<file path="src/smc_consts.svh">
// constants of the sleep mode controller: bit positions, codes and cycle counts
`ifndef SMC_CONSTS_SVH
`define SMC_CONSTS_SVH

// ***************************************************************
// sleep control register layout
// ***************************************************************
`define SMC_ARM_BIT       0
`define SMC_SEL_LSB       1
`define SMC_SEL_MSB       2
`define SMC_SLEEP_RST     8'h00

// ***************************************************************
// core control register layout
// ***************************************************************
`define SMC_BROWNOUT_SLEEP_OFF_BIT      6
`define SMC_UNLOCK_BIT    5
`define SMC_CORE_RST      8'h00

// ***************************************************************
// cycle counts
// ***************************************************************
`define SMC_UNLOCK_CYC    3'h4
`define SMC_BROWNOUT_SLEEP_OFF_LIFE     3'h6
`define SMC_BROWNOUT_SLEEP_OFF_ACT_HI   3'h3
`define SMC_HOLD_LAST     16'h0003
`define SMC_IDLE_STARTUP  16'h0000

`endif

</file>
<file path="src/smc_pkg.sv">
// types shared by the sleep mode controller modules
package smc_pkg;

  // ***************************************************************
  // states and modes
  // ***************************************************************
  typedef enum logic [3:0] {
    ST_RUN   = 4'h1,                    // cpu executing
    ST_SLEEP = 4'h2,                    // clocks gated per mode
    ST_WAKE  = 4'h4,                    // start-up delay running
    ST_HOLD  = 4'h8                     // extra cpu hold before handler
  } smc_state_t;

  typedef enum logic [1:0] {
    MODE_IDLE  = 2'h0,
    MODE_ADCNR = 2'h1,
    MODE_PDOWN = 2'h2,
    MODE_RSVD  = 2'h3
  } smc_mode_t;

  // ***************************************************************
  // carriers
  // ***************************************************************
  typedef struct packed {
    logic any_irq;                      // any enabled interrupt pending
    logic ext_a;                        // ext_irq_a request
    logic ext_b;                        // ext_irq_b request
    logic ext_a_level;                  // ext_irq_a set for level sensing
    logic ext_b_level;                  // ext_irq_b set for level sensing
    logic pin_change;                   // pin change interrupt
    logic twi_match;                    // two_wire_port address match
    logic ee_ready;                     // eeprom ready interrupt
    logic adc_done;                     // conversion complete interrupt
    logic wdt_irq;                      // watchdog_unit interrupt
  } smc_wake_t;

  typedef struct packed {
    logic cpu;                          // cpu_clock_domain enable
    logic flash;                        // flash_clock_domain enable
    logic io;                           // io_clock_domain enable
    logic adc;                          // converter_clock_domain enable
    logic osc;                          // main oscillator enable
  } smc_clk_t;

endpackage : smc_pkg

</file>
<file path="src/smc_brownout_sleep_off_seq.sv">
// timed unlock sequence and lifetime of the brown-out sleep-off bit
`timescale 1ns/100ps
`include "smc_consts.svh"
module smc_brownout_sleep_off_seq import smc_pkg::*; (
  input  wire logic       clk,
  input  wire logic       resetn,
  input  wire logic       core_wr,         // write strobe for core_control_reg
  input  wire logic [7:0] core_wdata,      // write data
  output logic            brownout_sleep_off_bit,        // brownout_sleep_off as read back
  output logic            unlock_bit,      // brownout_sleep_unlock as read back
  output logic            brownout_sleep_off_active      // a sleep now may turn the detector off
);

  // ***************************************************************
  // state
  // ***************************************************************
  logic [2:0] unlock_q, unlock_d;          // remaining unlock window
  logic [2:0] life_q, life_d;              // remaining life of the sleep-off bit
  logic       w_off, w_unl;

  // ***************************************************************
  // next state
  // ***************************************************************
  // a first write with both bits opens the window; the second must drop the
  // unlock bit or nothing happens, so stray writes cannot disarm the detector
  always_comb begin
    w_off    = core_wdata[`SMC_BROWNOUT_SLEEP_OFF_BIT];
    w_unl    = core_wdata[`SMC_UNLOCK_BIT];
    unlock_d = (unlock_q != '0) ? unlock_q - 3'h1 : unlock_q;
    life_d   = (life_q != '0) ? life_q - 3'h1 : life_q;
    if (core_wr && w_off && w_unl) begin                 // open window
      unlock_d = `SMC_UNLOCK_CYC;
    end else if (core_wr && w_off && !w_unl && unlock_q != '0) begin
      unlock_d = '0;
      life_d   = `SMC_BROWNOUT_SLEEP_OFF_LIFE;
    end
  end

  // ***************************************************************
  // registers
  // ***************************************************************
  always_ff @(posedge clk) begin
    if (!resetn) begin
      unlock_q <= '0;
      life_q   <= '0;
    end else begin
      unlock_q <= unlock_d;
      life_q   <= life_d;
    end
  end

  // bit set for six cycles; usable for sleep in its last three
  assign brownout_sleep_off_bit    = (life_q != '0);
  assign unlock_bit  = (unlock_q != '0);
  assign brownout_sleep_off_active = (life_q != '0) && (life_q <= `SMC_BROWNOUT_SLEEP_OFF_ACT_HI);
endmodule : smc_brownout_sleep_off_seq

</file>
<file path="src/smc_top.sv">
// sleep mode controller: mode entry, clock gating, wake filtering and delays
// How it works
// sleep needs arm bit plus sleep instruction
// mode 00 idle: stop cpu and flash
// mode 01: also stop io clock
// mode 10: stop oscillator and all clocks
// interrupt wake holds cpu four extra cycles
// register file and sram kept across sleep
// reset during sleep restarts at reset vector
// idle wakes on any enabled interrupt
// noise reduction wakes on listed events only
// power-down wakes on listed events only
// deep modes: external irqs wake only level-sensed
// enabled adc converts on idle/noise entry
// power-down wake waits oscillator start-up time
// detector off in sleep, on at wake; code turns it off only in power-down with the sleep-off bit active
// detector off means full reset wake time
// sleep-off control is core register bit 6
// unlock write then set within four cycles
// sleep-off active after three, clears three later
// deep sleep disables unneeded input buffers
// adc stays on; re-enable means extended conversion
// comparator off in power-down; reference may stay
// reference on while detector, comparator, adc need
// enabled watchdog runs in every mode
// debug fuse keeps main clock running
// reserved mode code causes no sleep
`timescale 1ns/100ps
`include "smc_consts.svh"
module smc_top import smc_pkg::*; (
  input  wire logic        clk,
  input  wire logic        resetn,
  input  wire logic        sleep_wr,         // write strobe, sleep_control_reg
  input  wire logic [7:0]  sleep_wdata,      // write data, sleep_control_reg
  input  wire logic        core_wr,          // write strobe, core_control_reg
  input  wire logic [7:0]  core_wdata,       // write data, core_control_reg
  input  wire logic        sleep_instr,      // one-cycle pulse: sleep executed
  input  wire smc_wake_t   wake_ev,          // wake sources
  input  wire logic        reset_event,      // any reset source active
  input  wire logic [15:0] startup_cycles,   // decoded clock_source_fuse start-up
  input  wire logic [15:0] reset_cycles,     // decoded reset time-out
  input  wire logic        bod_fuse,         // brownout_level_fuse enables detector
  input  wire logic        debug_fuse,       // onchip_debug_fuse
  input  wire logic        adc_enable,       // converter enabled by software
  input  wire logic        comp_on,          // comparator_off_bit clear
  input  wire logic        comp_uses_ref,    // comparator takes internal reference
  input  wire logic        wdt_enable,       // watchdog_unit enabled
  input  wire logic        wake_pin_armed,   // some pin must detect a wake condition
  output smc_clk_t         gate_q,           // clock domain enables
  output logic             cpu_hold_q,       // cpu halted
  output logic             retain_q,         // register file and sram frozen
  output logic             irq_resume_q,     // pulse: cpu enters handler
  output logic             reset_vector_q,   // pulse: cpu restarts at reset vector
  output logic             adc_start_q,      // pulse: start a conversion
  output logic             adc_power_q,      // converter powered
  output logic             adc_extended_q,   // next conversion is extended
  output logic             bod_en_q,         // brownout_detector powered
  output logic             comp_en_q,        // comparator powered
  output logic             vref_en_q,        // internal reference powered
  output logic             wdt_run_q,        // watchdog clock allowed
  output logic             in_buf_en_q,      // general digital input buffers
  output logic             wake_buf_en_q,    // buffers of wake pins
  output logic [7:0]       sleep_ctl_rd_q,   // sleep_control_reg read value
  output logic [7:0]       core_ctl_rd_q     // core_control_reg read value
);

  // ***************************************************************
  // wake filter
  // ***************************************************************
  // edge-sensed external requests are dropped in the deep modes because
  // no clock exists there to detect an edge
  function automatic logic smc_wake_ok(smc_mode_t m, smc_wake_t w);
    logic lvl;
    lvl = (w.ext_a && w.ext_a_level) || (w.ext_b && w.ext_b_level)
          || w.pin_change || w.twi_match || w.wdt_irq;
    case (m)
      MODE_IDLE:  smc_wake_ok = w.any_irq || w.ext_a || w.ext_b || lvl
                                || w.ee_ready || w.adc_done;
      MODE_ADCNR: smc_wake_ok = lvl || w.adc_done || w.ee_ready;
      MODE_PDOWN: smc_wake_ok = lvl;
      default:    smc_wake_ok = 1'b0;
    endcase
  endfunction : smc_wake_ok

  // ***************************************************************
  // signals
  // ***************************************************************
  smc_state_t  state_q, state_d;         // sequencer state
  smc_mode_t   mode_q, mode_d;           // mode captured at entry
  logic [15:0] cnt_q, cnt_d;             // start-up and hold counter
  logic        rst_kind_q, rst_kind_d;   // wake caused by reset
  logic        bod_off_q, bod_off_d;     // detector switched off for this sleep
  logic [7:0]  sctl_q, sctl_d;           // sleep_control_reg contents
  logic        adc_prev_q;               // adc_enable one cycle ago
  logic        brownout_sleep_off_bit, unlock_bit, brownout_sleep_off_active;
  smc_mode_t   sel;                      // mode field as written
  logic        deep;                     // io and adc clocks both stopped
  smc_clk_t    gate_d;
  logic        irq_res_d, rst_vec_d, adc_start_d, adc_ext_d, bod_en_d;

  // ***************************************************************
  // brown-out sleep-off sequence
  // ***************************************************************
  smc_brownout_sleep_off_seq u_brownout_sleep_off (
    .clk         (clk),
    .resetn      (resetn),
    .core_wr     (core_wr),
    .core_wdata  (core_wdata),
    .brownout_sleep_off_bit    (brownout_sleep_off_bit),
    .unlock_bit  (unlock_bit),
    .brownout_sleep_off_active (brownout_sleep_off_active)
  );

  // ***************************************************************
  // sequencer next state
  // ***************************************************************
  always_comb begin
    sel         = smc_mode_t'(sctl_q[`SMC_SEL_MSB:`SMC_SEL_LSB]);
    sctl_d      = sctl_q;
    state_d     = state_q;
    mode_d      = mode_q;
    cnt_d       = cnt_q;
    rst_kind_d  = rst_kind_q;
    bod_off_d   = bod_off_q;
    irq_res_d   = 1'b0;
    rst_vec_d   = 1'b0;
    adc_start_d = 1'b0;
    // only the arm bit and mode field exist; other bits read as zero
    if (sleep_wr) begin
      sctl_d = `SMC_SLEEP_RST;
      sctl_d[`SMC_ARM_BIT] = sleep_wdata[`SMC_ARM_BIT];
      sctl_d[`SMC_SEL_MSB:`SMC_SEL_LSB] = sleep_wdata[`SMC_SEL_MSB:`SMC_SEL_LSB];
    end
    case (state_q)
      ST_RUN: begin
        // the reserved code is ignored rather than gating clocks oddly
        if (sleep_instr && sctl_q[`SMC_ARM_BIT] && sel != MODE_RSVD) begin
          state_d     = ST_SLEEP;
          mode_d      = sel;
          bod_off_d   = brownout_sleep_off_active && sel == MODE_PDOWN;
          adc_start_d = adc_enable && sel != MODE_PDOWN;
        end
      end
      ST_SLEEP: begin
        if (reset_event) begin
          state_d    = ST_WAKE;
          rst_kind_d = 1'b1;
          cnt_d      = reset_cycles;
        end else if (smc_wake_ok(mode_q, wake_ev)) begin
          state_d    = ST_WAKE;
          rst_kind_d = 1'b0;
          if (bod_off_q) begin
            cnt_d = reset_cycles;
          end else if (mode_q == MODE_PDOWN) begin
            cnt_d = startup_cycles;
          end else begin
            cnt_d = `SMC_IDLE_STARTUP;
          end
        end
      end
      ST_WAKE: begin
        // detector back on from here; counter runs down the start-up time
        bod_off_d = 1'b0;
        if (cnt_q != '0) begin
          cnt_d = cnt_q - 16'h0001;
        end else if (rst_kind_q) begin
          state_d   = ST_RUN;
          rst_vec_d = 1'b1;
        end else begin
          state_d = ST_HOLD;
          cnt_d   = `SMC_HOLD_LAST;
        end
      end
      ST_HOLD: begin
        if (cnt_q != '0) begin
          cnt_d = cnt_q - 16'h0001;
        end else begin
          state_d   = ST_RUN;
          irq_res_d = 1'b1;
        end
      end
      default: begin
        state_d = ST_RUN;
      end
    endcase
  end

  // ***************************************************************
  // outputs next value, derived from the next state
  // ***************************************************************
  // deriving from state_d keeps gates aligned with state_q after the edge
  always_comb begin
    deep        = (state_d == ST_SLEEP) && (mode_d == MODE_PDOWN);
    gate_d.cpu   = (state_d == ST_RUN);
    gate_d.flash = (state_d == ST_RUN);
    gate_d.io    = !((state_d == ST_SLEEP) && mode_d != MODE_IDLE);
    gate_d.adc   = !deep;
    gate_d.osc   = !deep || debug_fuse;
    bod_en_d    = bod_fuse && !((state_d == ST_SLEEP) && bod_off_d);
    // set wins over the clear when both come in one cycle
    adc_ext_d   = adc_extended_q;
    if (wake_ev.adc_done) begin
      adc_ext_d = 1'b0;
    end
    if (adc_enable && !adc_prev_q) begin
      adc_ext_d = 1'b1;
    end
  end

  // ***************************************************************
  // registers
  // ***************************************************************
  always_ff @(posedge clk) begin
    if (!resetn) begin
      state_q        <= ST_RUN;
      mode_q         <= MODE_IDLE;
      cnt_q          <= '0;
      rst_kind_q     <= 1'b0;
      bod_off_q      <= 1'b0;
      sctl_q         <= `SMC_SLEEP_RST;
      adc_prev_q     <= 1'b0;
      gate_q         <= '1;
      cpu_hold_q     <= 1'b0;
      retain_q       <= 1'b0;
      irq_resume_q   <= 1'b0;
      reset_vector_q <= 1'b0;
      adc_start_q    <= 1'b0;
      adc_power_q    <= 1'b0;
      adc_extended_q <= 1'b0;
      bod_en_q       <= 1'b0;
      comp_en_q      <= 1'b0;
      vref_en_q      <= 1'b0;
      wdt_run_q      <= 1'b0;
      in_buf_en_q    <= 1'b1;
      wake_buf_en_q  <= 1'b1;
      sleep_ctl_rd_q <= `SMC_SLEEP_RST;
      core_ctl_rd_q  <= `SMC_CORE_RST;
    end else begin
      state_q        <= state_d;
      mode_q         <= mode_d;
      cnt_q          <= cnt_d;
      rst_kind_q     <= rst_kind_d;
      bod_off_q      <= bod_off_d;
      sctl_q         <= sctl_d;
      adc_prev_q     <= adc_enable;
      gate_q         <= gate_d;
      cpu_hold_q     <= (state_d != ST_RUN);
      retain_q       <= (state_d != ST_RUN);
      irq_resume_q   <= irq_res_d;
      reset_vector_q <= rst_vec_d;
      adc_start_q    <= adc_start_d;
      adc_power_q    <= adc_enable;
      adc_extended_q <= adc_ext_d;
      bod_en_q       <= bod_en_d;
      comp_en_q      <= comp_on && !((state_d == ST_SLEEP) && mode_d == MODE_PDOWN);
      vref_en_q      <= bod_en_d || adc_enable || (comp_on && comp_uses_ref);
      wdt_run_q      <= wdt_enable;
      in_buf_en_q    <= !deep;
      wake_buf_en_q  <= !deep || wake_pin_armed;
      sleep_ctl_rd_q <= sctl_q;
      core_ctl_rd_q  <= {1'b0, brownout_sleep_off_bit, unlock_bit, 5'h00};
    end
  end
endmodule : smc_top

</file>
<file path="config.mk">
export PLATFORM = sky130hd
export DESIGN_NAME = smc_top
export DESIGN_NICKNAME = d
export VERILOG_FILES = /design/src/smc_pkg.sv /design/src/smc_brownout_sleep_off_seq.sv /design/src/smc_top.sv
export VERILOG_INCLUDE_DIRS = /design/src
export SDC_FILE = /design/constraint.sdc
export NUM_CORES = 1
export LEC_CHECK = 0
export BUFFER_PORTS_ARGS = -buffer_cell sky130_fd_sc_hd__buf_2
export CORE_ASPECT_RATIO = 1.25
export CORE_UTILIZATION = 50
export DETAILED_ROUTE_END_ITERATION = 10
export PLACE_DENSITY = 0.91
export SETUP_SLACK_MARGIN = 0.3
export SLEW_MARGIN = 15
export SYNTH_ARGS = -nofsm -noshare
export SYNTH_HDL_FRONTEND = slang
export SYNTH_HIERARCHICAL = 1
export SYNTH_SLANG_ARGS = --single-unit
</file>
<file path="constraint.sdc">
create_clock -name clk -period 2.34 [get_ports clk]
set_input_delay 0.351 -clock clk [delete_from_list [all_inputs] [get_ports clk]]
set_output_delay 0.351 -clock clk [all_outputs]
set_load 0.05 [all_outputs]
</file>
==> impl_metrics.yaml <==
critical_path:
  endpoint_kind: "flip-flop"
  timing.critical_path.from_type: "flip-flop"
  cp_data_required_time_ps: 2540
  critPathArrivalTime_ps: 2200
  worstSetupPathType: "flip-flop to flip-flop"
  crit_fanout: 7
grt:
  first_global_vias: 2909
  grt_overflow_total: 0
  gr-max-usage-layer: "met2"
  antenna_found_initial: 0
  use_met1_pct: 28.1
  gr-usage-all-layers_pct: 25.5
  use_met2_pct: 46.7
  grt_pass1_wl_mm: 12.8
  grtUsageMet3_pct: 4.96
  grt_max_degree: 43
route:
  viasPerCell: 6.13
  wirelength_mm: 7.88
  drt-initial-drc-count: 192
  vias: 3149
  route.detailed.drc: 0
  firstDrtPassIters: 5
  drtAntennaViolNets: 0
  wl_per_cell_um: 15.3
sta:
  setup_ws_ps: 347
  rsz0062_at_grt: "yes"
  setup_viol: 0
  fin_setup_tns_ps: 0
  slew_violations: 0
  holdWs_ps: 224
  max_freq_ghz: 0.502
  post-route-min-period_ps: 1990
  finClkSkew_ps: 5.17
  period_share_pct: 85.2
  final-hold-violation-count: 0
floorplan:
  rows: 31
  dieArea_um2: 6410
  ioPinCount: 105
  start_util_pct: 52.4
  die_w_um: 71.8
  core_um2: 5820
  fp.dieH_um: 89.3
final_layout:
  n_fill_cell: 496
  drive_gt1_share_pct: 33.3
  seqCellArea_um2: 1070
  multi_input_area_um2: 1830
  fin_cells: 514
  fin_nets: 524
  antenna_cells: 0
  area_growth_syn_to_layout_pct: 21.5
placement:
  dp_slack_ps: 156
  dp_hpwl_mm: 5.73
  place.gp.congestion: 0.958
  portBuffers: 82
  dp.cells: 502
clock_network:
  cts_tree: "built"
  path_clk_slew_ps: 90
  cts-root-buf: "clkbuf_8"
  postCtsHoldBufs: 0
  ctsLongestPathBuffers: 2
  numCtsBuffers: 5
  clock_latency_ps: 310
  htreeDepth: 2
  cts.sinks: 53
power_and_ir_drop:
  p_switching_uw: 736
  switching_share_pct: 33.7
  p_leak_nw: 1.57
  power.density_nw_per_um2: 589
  p_clk_share_pct: 23.7
  intPower_mw: 1.44
  combPwrFrac_pct: 29.7
  irDropWorstVdd_uv: 307
  pwr-share-seq_pct: 46.6
logic_synthesis:
  yosys_warnings: 6
  synth_top_area_cell: "dfxtp_1"
  ys_ff_latch: 53
  synth.most_common_cell: "dfxtp_1"
  avgSynthCellArea_um2: 8.49
  synth_top_area_share_pct: 34.8
  seq_area_frac_synth_pct: 34.8
  netlist_instances: 359
  yosysUniqueCellTypes: 65
  synthFlopType: "dfxtp_1"
  synthTopCellsByArea: "dfxtp_1, nor2_1, a22oi_1, buf_4, nand2_1"
  netlist_area_um2: 3050
  async_flop_share_pct: 0
  synth_common_cells: "dfxtp_1, nor2_1, nand2_1, a22oi_1, buf_4"
  synth_edf_count: 0
hold_path:
  min_path_type: "input pin to flip-flop"
job:
  drv_cap: 0
outcome:
  outcome: "finished clean"
[cells in the final DEF, fill, tap and decap left out, drive strengths merged, types with 5 or more instances in the layout]
| master | instances |
|---|---|
| a211oi | 5 |
| a21oi | 15 |
| a22oi | 17 |
| a31oi | 10 |
| and2 | 9 |
| buf | 105 |
| clkbuf | 6 |
| conb | 11 |
| dfxtp | 53 |
| ha | 6 |
| inv | 13 |
| mux2i | 5 |
| nand2 | 22 |
| nand2b | 5 |
| nand3 | 5 |
| nand4 | 7 |
| nor2 | 36 |
| nor2b | 6 |
| nor3 | 14 |
| nor4 | 5 |
| o211ai | 5 |
| o21ai | 18 |
| o311ai | 8 |
| o32ai | 5 |
| or3 | 7 |
[critical path, cell delays in order, from the launching register on]
cell and delay [ps]:
dfxtp_4 380, inv_1 60, ha_2 220, nor2b_2 180, nand4_1 180, o21bai_4 120
or2_1 250, buf_4 170, o311a_1 340
[flip-flops by register name, indices dropped and copies added, names as in the netlist, 2 cells and up]
register,cells
cnt_q,16
state_q,4
gate_q,3
sctl_q,3
sleep_ctl_rd_q,3
u_brownout_sleep_off/life_q,3
u_brownout_sleep_off/unlock_q,3
core_ctl_rd_q,2
mode_q,2
[timing repair]
action,4_1_cts,5_1_grt
endpoints found under the hold margin,0,0
gates resized for setup,9,20
setup buffers,0,4
endpoints found under the setup margin,20,24
pin swaps,1,5
[cell type report]
type                            instances  share of cell area (%)
Clock buffer                            6                    1.96
Sequential cell                        53                    29.0
Timing Repair Buffer                  105                    15.7
Inverter                               14                    1.42
Multi-Input combinational cell        268                    49.3
Tap cell                               66                    2.23
Clock inverter                          2                   0.405
[power by group through the flow]
stage	combinational, mW	sequential (mW)	clock (mW)
after floorplan	0.418	1.12	0
after global placement	0.617	1.03	0
after detailed placement	0.637	1.04	0
after CTS	0.641	1.02	0.526
after global routing	0.715	1.03	0.561
final	0.648	1.02	0.516
[path summary, 6_finish.rpt]
| path | startpoint | end | slack [ps] | cells past startpoint |
|---|---|---|---|---|
| max | cnt_q[0] | cnt_q[1] | 350 | 8 |
| min | wake_pin_armed | wake_buf_en_q | 220 | 2 |
| max reg2reg | cnt_q[0] | cnt_q[1] | 350 | 8 |
| min reg2reg | u_brownout_sleep_off/unlock_q[1] | u_brownout_sleep_off/unlock_q[1] | 470 | 2 |
[metrics by stage]
step	area, um^2	util (%)	total power [mW]
after CTS	3610	62.1	2.18
after detailed placement	3500	60.2	1.67
after global routing	3700	63.7	2.30
after floorplan	3090	-	1.54
after global placement	3500	60.2	1.65
final	3700	63.7	2.18
[cells by family (layout without fill, tap and decap cells)]
kind of cell	after synthesis	after routing	synth area share (%)
xor gates and xnor gates	2	2	0.575
DFF	53	53	34.8
muxes	5	5	1.64
and+or+nand+nor	139	139	26.8
other	1	11	0.123
adders and majority gates	6	6	2.46
AOI/OAI and AO/OA	105	105	24.8
buffers and inverters	48	127	8.83
[routing by layer]
| metal | wire [um] | up-vias |
|---|---|---|
| met5 | 0 | - |
| met4 | 218 | 0 |
| li1 | - | 1499 |
| met3 | 707 | 19 |
| met2 | 3910 | 200 |
| met1 | 3050 | 1431 |
No activity file was read; power rests on OpenSTA's default activity.
